`src/vi_pkg.sv`:
```
// constants shared by both ends of the voltage increase sequence
package vi_pkg;
    // clock rate, period in picoseconds
    localparam int CLK_PERIOD_PS = 25000;
    // timing figures in nanoseconds
    localparam int T_SRC_TRANSITION_NS = 30000;
    localparam int T_SRC_READY_NS = 100000;
    localparam int T_SNK_STDBY_NS = 15000;
    localparam int T_PS_TRANSITION_NS = 500000;
    localparam int T_CRC_WAIT_NS = 1000;
    // least times round up, longest times round down
    localparam int SRC_TRANS_CYC = (T_SRC_TRANSITION_NS * 1000 + CLK_PERIOD_PS - 1) / CLK_PERIOD_PS;
    localparam int SRC_READY_CYC = (T_SRC_READY_NS * 1000) / CLK_PERIOD_PS;
    localparam int SNK_STDBY_CYC = (T_SNK_STDBY_NS * 1000) / CLK_PERIOD_PS;
    localparam int PS_TRANS_CYC = (T_PS_TRANSITION_NS * 1000) / CLK_PERIOD_PS;
    localparam int CRC_WAIT_CYC = (T_CRC_WAIT_NS * 1000) / CLK_PERIOD_PS;
    // resend attempts after a missing acknowledge
    localparam int RETRY_MAX = 2;
    // timer width
    localparam int TMR_W = 16;
    // message codes on the link
    localparam int MSG_W = 2;
    localparam logic [MSG_W-1:0] MSG_NONE = 2'h0;
    localparam logic [MSG_W-1:0] MSG_ACCEPT = 2'h1;
    localparam logic [MSG_W-1:0] MSG_PS_RDY = 2'h2;
endpackage : vi_pkg

```
`src/pd_link_if.sv`:
```
// message link between source and sink policy engines
`timescale 1ns/1ps
interface pd_link_if import vi_pkg::*; ();
    logic msg_valid;
    logic [MSG_W-1:0] msg_type;
    logic crc_ack;
    modport source (output msg_valid, output msg_type, input crc_ack);
    modport sink (input msg_valid, input msg_type, output crc_ack);
endinterface : pd_link_if

```
`src/tick_timer.sv`:
```
// down-counting tick timer with one-cycle expiry pulse
`timescale 1ns/1ps
module tick_timer #(
    parameter int W = 16
) (
    input wire logic ref_clk,
    input wire logic nrst,
    input wire logic clk_en,
    input wire logic start,
    input wire logic stop,
    input wire logic [W-1:0] load,
    output logic busy,
    output logic expired
);
    typedef struct packed {
        logic [W-1:0] cnt;
        logic busy;
        logic expired;
    } tmr_s;

    tmr_s q;
    tmr_s d;

    if (W < 2) begin : g_chk
        $error("tick_timer width too small");
    end

    // stop beats start, a restart reloads
    always_comb begin
        d = q;
        d.expired = 1'b0;
        if (stop) begin
            d.busy = 1'b0;
            d.cnt = '0;
        end else if (start) begin
            d.busy = 1'b1;
            d.cnt = load;
        end else if (q.busy) begin
            d.cnt = q.cnt - W'(1);
            if (q.cnt <= W'(1)) begin
                d.busy = 1'b0;
                d.expired = 1'b1;
            end
        end
    end

    always_ff @(posedge ref_clk) begin
        if (!nrst) begin
            q <= '0;
        end else if (clk_en) begin
            q <= d;
        end
    end

    assign busy = q.busy;
    assign expired = q.expired;
endmodule : tick_timer

```
`src/source_seq.sv`:
```
// source policy engine for a voltage increase transition
// Operation
// grant sends Accept to the sink
// sink starts transition timer on Accept
// sink acknowledges Accept, then evaluates it
// after Accept acknowledge, wait source transition time
// sink drops to standby within standby time
// sink standby done before transition time ends
// sink keeps load steps within transient limits; sink_seq does not limit load steps and leaves load slew to the supply
// transition over, command supply to new voltage
// supply ready within ready time of command
// supply readiness reaches the policy engine
// readiness seen, send PS_RDY to sink
// sink acknowledges PS_RDY, then permits new power
// sink raises load only after PS_RDY evaluated
// sink settling time varies with load step
// state machines with tick timers gate each step
`timescale 1ns/1ps
module source_seq import vi_pkg::*; #(
    parameter int SRC_TRANS = SRC_TRANS_CYC,
    parameter int SRC_READY = SRC_READY_CYC,
    parameter int CRC_WAIT = CRC_WAIT_CYC,
    parameter int RETRIES = RETRY_MAX
) (
    input wire logic ref_clk,
    input wire logic nrst,
    input wire logic clk_en,
    // pulse: grant the sink's pending request
    input wire logic grant,
    // level: supply reports ready at new level
    input wire logic supply_ready,
    pd_link_if.source link,
    // level: command supply to new voltage
    output logic supply_change,
    output logic busy,
    output logic seq_done,
    output logic crc_fail,
    output logic ready_late
);
    typedef enum logic [2:0] {
        S_IDLE,
        S_ACC_CRC,
        S_TRANSITION,
        S_SUPPLY,
        S_RDY_CRC
    } src_state_e;

    typedef struct packed {
        src_state_e st;
        logic msg_valid;
        logic [MSG_W-1:0] msg_type;
        logic supply_change;
        logic busy;
        logic seq_done;
        logic crc_fail;
        logic ready_late;
        logic [1:0] tries;
    } src_s;

    localparam src_s SRC_RST = '{st: S_IDLE, default: '0};

    src_s q;
    src_s d;
    logic tmr_start;
    logic tmr_stop;
    logic [TMR_W-1:0] tmr_load;
    logic tmr_busy;
    logic tmr_exp;

    // refuse counts that the timer or the two-bit tries counter cannot hold
    if (SRC_TRANS < 1 || SRC_TRANS >= 2 ** TMR_W) begin : g_chk_trans
        $error("SRC_TRANS out of range");
    end
    if (SRC_READY < 1 || SRC_READY >= 2 ** TMR_W) begin : g_chk_ready
        $error("SRC_READY out of range");
    end
    if (CRC_WAIT < 2 || CRC_WAIT >= 2 ** TMR_W) begin : g_chk_crc
        $error("CRC_WAIT out of range");
    end
    if (RETRIES < 0 || RETRIES > 3) begin : g_chk_retry
        $error("RETRIES out of range");
    end

    // one timer serves every step, since the steps never overlap
    tick_timer #(
        .W(TMR_W)
    ) u_tmr (
        .ref_clk(ref_clk),
        .nrst(nrst),
        .clk_en(clk_en),
        .start(tmr_start),
        .stop(tmr_stop),
        .load(tmr_load),
        .busy(tmr_busy),
        .expired(tmr_exp)
    );

    // sequence steps, each waits for its acknowledge or timer, the supply step for supply readiness
    always_comb begin
        d = q;
        d.msg_valid = 1'b0;
        d.msg_type = MSG_NONE;
        d.seq_done = 1'b0;
        d.crc_fail = 1'b0;
        tmr_start = 1'b0;
        tmr_stop = 1'b0;
        tmr_load = TMR_W'(CRC_WAIT);
        case (q.st)
            S_IDLE: begin
                // grant while busy is ignored, one contract at a time
                if (grant) begin
                    d.msg_valid = 1'b1;
                    d.msg_type = MSG_ACCEPT;
                    d.ready_late = 1'b0;
                    d.tries = '0;
                    d.busy = 1'b1;
                    tmr_start = 1'b1;
                    d.st = S_ACC_CRC;
                end
            end
            S_ACC_CRC: begin
                if (link.crc_ack) begin
                    // acknowledge starts the transition wait
                    tmr_load = TMR_W'(SRC_TRANS);
                    tmr_start = 1'b1;
                    d.st = S_TRANSITION;
                end else if (tmr_exp) begin
                    if (q.tries < 2'(RETRIES)) begin
                        // resend, the sink may have missed it
                        d.msg_valid = 1'b1;
                        d.msg_type = MSG_ACCEPT;
                        d.tries = q.tries + 2'h1;
                        tmr_start = 1'b1;
                    end else begin
                        d.crc_fail = 1'b1;
                        d.busy = 1'b0;
                        d.st = S_IDLE;
                    end
                end
            end
            S_TRANSITION: begin
                // the sink uses this interval to reach standby
                if (tmr_exp) begin
                    d.supply_change = 1'b1;
                    tmr_load = TMR_W'(SRC_READY);
                    tmr_start = 1'b1;
                    d.st = S_SUPPLY;
                end
            end
            S_SUPPLY: begin
                if (supply_ready) begin
                    // readiness passed on, announce it
                    d.msg_valid = 1'b1;
                    d.msg_type = MSG_PS_RDY;
                    d.supply_change = 1'b0;
                    d.tries = '0;
                    tmr_load = TMR_W'(CRC_WAIT);
                    tmr_start = 1'b1;
                    d.st = S_RDY_CRC;
                end else if (tmr_exp) begin
                    // late supply is flagged, the wait goes on
                    d.ready_late = 1'b1;
                end
            end
            S_RDY_CRC: begin
                if (link.crc_ack) begin
                    tmr_stop = 1'b1;
                    d.seq_done = 1'b1;
                    d.busy = 1'b0;
                    d.st = S_IDLE;
                end else if (tmr_exp) begin
                    if (q.tries < 2'(RETRIES)) begin
                        d.msg_valid = 1'b1;
                        d.msg_type = MSG_PS_RDY;
                        d.tries = q.tries + 2'h1;
                        tmr_start = 1'b1;
                    end else begin
                        d.crc_fail = 1'b1;
                        d.busy = 1'b0;
                        d.st = S_IDLE;
                    end
                end
            end
            default: begin
                d = SRC_RST;
                tmr_stop = 1'b1;
            end
        endcase
    end

    // state register, frozen while clk_en is low
    always_ff @(posedge ref_clk) begin
        if (!nrst) begin
            q <= SRC_RST;
        end else if (clk_en) begin
            q <= d;
        end
    end

    // every output straight from the state register
    assign link.msg_valid = q.msg_valid;
    assign link.msg_type = q.msg_type;
    assign supply_change = q.supply_change;
    assign busy = q.busy;
    assign seq_done = q.seq_done;
    assign crc_fail = q.crc_fail;
    assign ready_late = q.ready_late;
endmodule : source_seq

```
`src/flat_wrapper.sv`:
```
// flat-port wrapper written by rule: the top's interface ports become plain ports
module source_seq_flat import vi_pkg::*;
#(
    parameter int SRC_TRANS = SRC_TRANS_CYC,
    parameter int SRC_READY = SRC_READY_CYC,
    parameter int CRC_WAIT = CRC_WAIT_CYC,
    parameter int RETRIES = RETRY_MAX
)
  (ref_clk, nrst, clk_en, grant, supply_ready, supply_change, busy, seq_done, crc_fail, ready_late, link_msg_valid, link_msg_type, link_crc_ack);
  pd_link_if link_i ();
  input wire logic ref_clk;
  input wire logic nrst;
  input wire logic clk_en;
  input wire logic grant;
  input wire logic supply_ready;
  output logic supply_change;
  output logic busy;
  output logic seq_done;
  output logic crc_fail;
  output logic ready_late;
  output wire logic [$bits(link_i.msg_valid)-1:0] link_msg_valid;
  output wire logic [$bits(link_i.msg_type)-1:0] link_msg_type;
  input wire logic [$bits(link_i.crc_ack)-1:0] link_crc_ack;
  assign link_msg_valid = link_i.msg_valid;
  assign link_msg_type = link_i.msg_type;
  assign link_i.crc_ack = link_crc_ack;
  source_seq #(.SRC_TRANS(SRC_TRANS), .SRC_READY(SRC_READY), .CRC_WAIT(CRC_WAIT), .RETRIES(RETRIES)) u_core (.ref_clk(ref_clk), .nrst(nrst), .clk_en(clk_en), .grant(grant), .supply_ready(supply_ready), .link(link_i), .supply_change(supply_change), .busy(busy), .seq_done(seq_done), .crc_fail(crc_fail), .ready_late(ready_late));
endmodule
```
`config.mk`:
```
export PLATFORM = sky130hd
export DESIGN_NAME = source_seq_flat
export DESIGN_NICKNAME = d
export VERILOG_FILES = /design/src/vi_pkg.sv /design/src/pd_link_if.sv /design/src/tick_timer.sv /design/src/source_seq.sv /design/src/flat_wrapper.sv
export SDC_FILE = /design/constraint.sdc
export NUM_CORES = 1
export LEC_CHECK = 0
export BUFFER_PORTS_ARGS = -buffer_cell sky130_fd_sc_hd__buf_4
export CAP_MARGIN = 20
export CORE_AREA = 2 2 75 77
export DETAILED_ROUTE_END_ITERATION = 10
export DIE_AREA = 0 0 77 79
export PLACE_DENSITY = 0.6
export SLEW_MARGIN = 10
export SYNTH_ARGS = -nofsm -noshare
export SYNTH_HDL_FRONTEND = slang
export SYNTH_HIERARCHICAL = 1
export SYNTH_SLANG_ARGS = --single-unit
```
`constraint.sdc`:
```
create_clock -name ref_clk -period 2.5 [get_ports ref_clk]
set_clock_uncertainty 0.1 [all_clocks]
set_input_delay 0.125 -clock ref_clk [delete_from_list [all_inputs] [get_ports ref_clk]]
set_output_delay 0.125 -clock ref_clk [all_outputs]
set_load 0.02 [all_outputs]
```
==> results.cfg <==
[place]
post_dp_cell_area_sq_um = 2290
post-place-ws_ps = 145
gp_congestion = 0.822
hpwl_mm = 3.68
portBuffers = 13

[routing]
wl_per_cell_microns = 14.3
drc = 0
drt_pass1_iterations = 4
finalWirelength_mm = 5.06
drt-vias-per-instance = 5.52
vias = 1961
ant_nets = 0
drtIter0Drc = 132

[job]
max_cap_viol_count = 0

[cts]
clk_pin_slew_ps = 70
cts.sink_count = 31
cts_max_level = 2
cts_buffer_depth = 2
root_buffer = clkbuf_8
worstSkewPairLatency_ps = 290
cts_tree = yes
post_cts_buffers = 0
cts-buffers-inserted = 5

[final_layout]
drive_gt1_frac = 0.177
final_cell_mix = buf_4, dfxtp_1, o21ai_0, nand2_1, nor2_1
area_delta_synth_final_pct = 16.2
nets = 290
num_antenna_cells = 0
regMostFlops = u_core/u_tmr/q
multi_input_area_sq_um = 1320
fillers = 588
stdcell_area_sq_um = 2380
largest_register_ffs = 16
regArea_sq_um = 622

[timing]
fin_tns_setup_ps = 0
setup-violations-final = 0
slew_viol_final = 0
hold_viol = 0
rsz0062_at_grt = no
fin_ws_ps = 280
finalCritPeriodShare = 0.888
max_freq_mhz = 451
min_period_ps = 2220
maxSlewHeadroom = 0.514
worstMarginPinSlew_ps = 723

[yosys]
synth_cells = 257
ys_warn_count = 6
ys_seq_area_frac = 0.304
synth.distinct_cells = 57
syn_area_sq_um = 2040
synth-async-reset-ratio = 0
synth_edf_count = 0
ys.flop_type = dfxtp_1
synth-seq-cells = 31
syn_avg_cell_area_sq_um = 7.96

[critical_path]
crit_family = compound AO/OA/AOI/OAI gates
crit_fanout = 5
critPathLaunchType = flip-flop
slowest_delay_ps = 380
critical_path_buf_inv_count = 1
crit_chain = nor2b_1 > a21oi_1 > o311ai_1 > buf_4 > o31ai_1 > nand2_1 > o21ai_2 > a221o_1
cp.arrival_ps = 2300
worstSetupPathType = reg -> reg
crit_required_ps = 2580
end_kind = flip-flop
crit_slowest_cell = o311ai_1

[global_routing]
grtUsageTotal = 0.179
grt_antenna_before_repair = 0
grt_overflow = 0
grt_pass1_wl_mm = 8.76
grt_pass1_vias = 1852
grt_max_degree = 28

[floorplanning]
fp.dieW_microns = 77
initial_utilization = 0.383
num_io_pins = 14
die_area_sq_um = 6080
die_h_microns = 79
core-area_sq_um = 5340
num_rows = 27

[power]
pwr_density_cell_nw_per_um2 = 686
max-vdd-ir-drop_mv = 0.334
p_leak_uw = 0.00100
total_power_uw = 1630

[outcome]
status = finished clean

[min_path]
worstHoldPathType = in -> reg
==> final timing paths <==
path | startpoint | end | slack [ps] | cells past startpoint
max | u_core/u_tmr/expired | u_core/u_tmr/q[10] | 280 | 8
min | link_crc_ack | u_core/seq_done | 100 | 3
max reg2reg | u_core/u_tmr/expired | u_core/u_tmr/q[10] | 280 | 8
min reg2reg | u_core/seq_done | u_core/seq_done | 360 | 2
==> worst register-to-register path: stages (launching register included) <==
cell and delay, ps:
dfxtp_1 360, nor2b_1 230, a21oi_1 110, o311ai_1 380, buf_4 210, o31ai_1 90
nand2_1 190, o21ai_2 90, a221o_1 350
==> report_power, final <==
part	switching, uW	internal [uW]
registers	70.5	541
logic	328	288
clock network	209	193
total	607	1020
==> cell families after synthesis <==
family | share of synthesized area
AND/OR/NAND/NOR | 0.292
AO/OA/AOI/OAI | 0.274
flip-flops | 0.304
buffers and inverters | 0.0655
XOR/XNOR | 0.0386
adder cells (fa/ha/maj) | 0.0122
other | 0.00367
multiplexers | 0.0104
==> area by class of cell <==
cell class                      count  share of cell area
Clock inverter                      3             0.00843
Inverter                            9              0.0142
Multi-Input combinational cell    205               0.554
Sequential cell                    31               0.262
Clock buffer                        5              0.0290
Tap cell                           72              0.0379
Timing Repair Buffer               30              0.0948
==> Yosys cell counts (2+ instances only) <==
cell | count | area share
xnor2_1 | 6 | 0.026
a211oi_1 | 2 | 0.0073
nor2_1 | 14 | 0.026
buf_4 | 3 | 0.011
clkbuf_1 | 7 | 0.013
o21ai_0 | 22 | 0.054
inv_1 | 9 | 0.017
nand2_1 | 20 | 0.037
and3b_1 | 2 | 0.0086
nor2b_1 | 9 | 0.028
or3_1 | 2 | 0.0061
nor3_1 | 10 | 0.024
o21ai_2 | 2 | 0.0086
nand4_1 | 6 | 0.018
or4_4 | 2 | 0.011
a22oi_1 | 3 | 0.011
o211ai_1 | 4 | 0.015
xor2_1 | 3 | 0.013
nand3b_1 | 4 | 0.015
a211o_1 | 5 | 0.021
a21oi_1 | 11 | 0.027
nor4_1 | 6 | 0.018
dfxtp_1 | 31 | 0.30
and3_1 | 8 | 0.024
conb_1 | 2 | 0.0037
ha_1 | 2 | 0.012
o31ai_1 | 5 | 0.018
nand3_1 | 9 | 0.022
a22o_1 | 7 | 0.030
a31oi_1 | 3 | 0.0092
a21o_1 | 4 | 0.015
buf_2 | 8 | 0.020
a221oi_1 | 2 | 0.0086
==> layer usage <==
| layer | wire length, microns | vias up | track usage |
|---|---|---|---|
| met1 | 2330 | 926 | 0.220 |
| met3 | 128 | 11 | 0.0341 |
| met4 | 93 | 0 | 0.0750 |
| met5 | 0 | - | 0 |
| met2 | 2510 | 31 | 0.307 |
| li1 | - | 993 | - |
==> through the flow <==
step	util	hold slack, ps	cells
floorplan	-	158	264
global placement	0.428	347	347
detailed placement	0.428	350	347
CTS	0.445	97.4	355
global route	0.445	105	355
finish	0.445	103	355
==> what timing repair did <==
action / 4_1_cts / 5_1_grt
hold endpoints to repair: 0 / 0
setup endpoints to repair: 0 / 16
resized for setup: 0 / 2
hold buffers: 0 / 0
(Power assumes the default switching activity.)
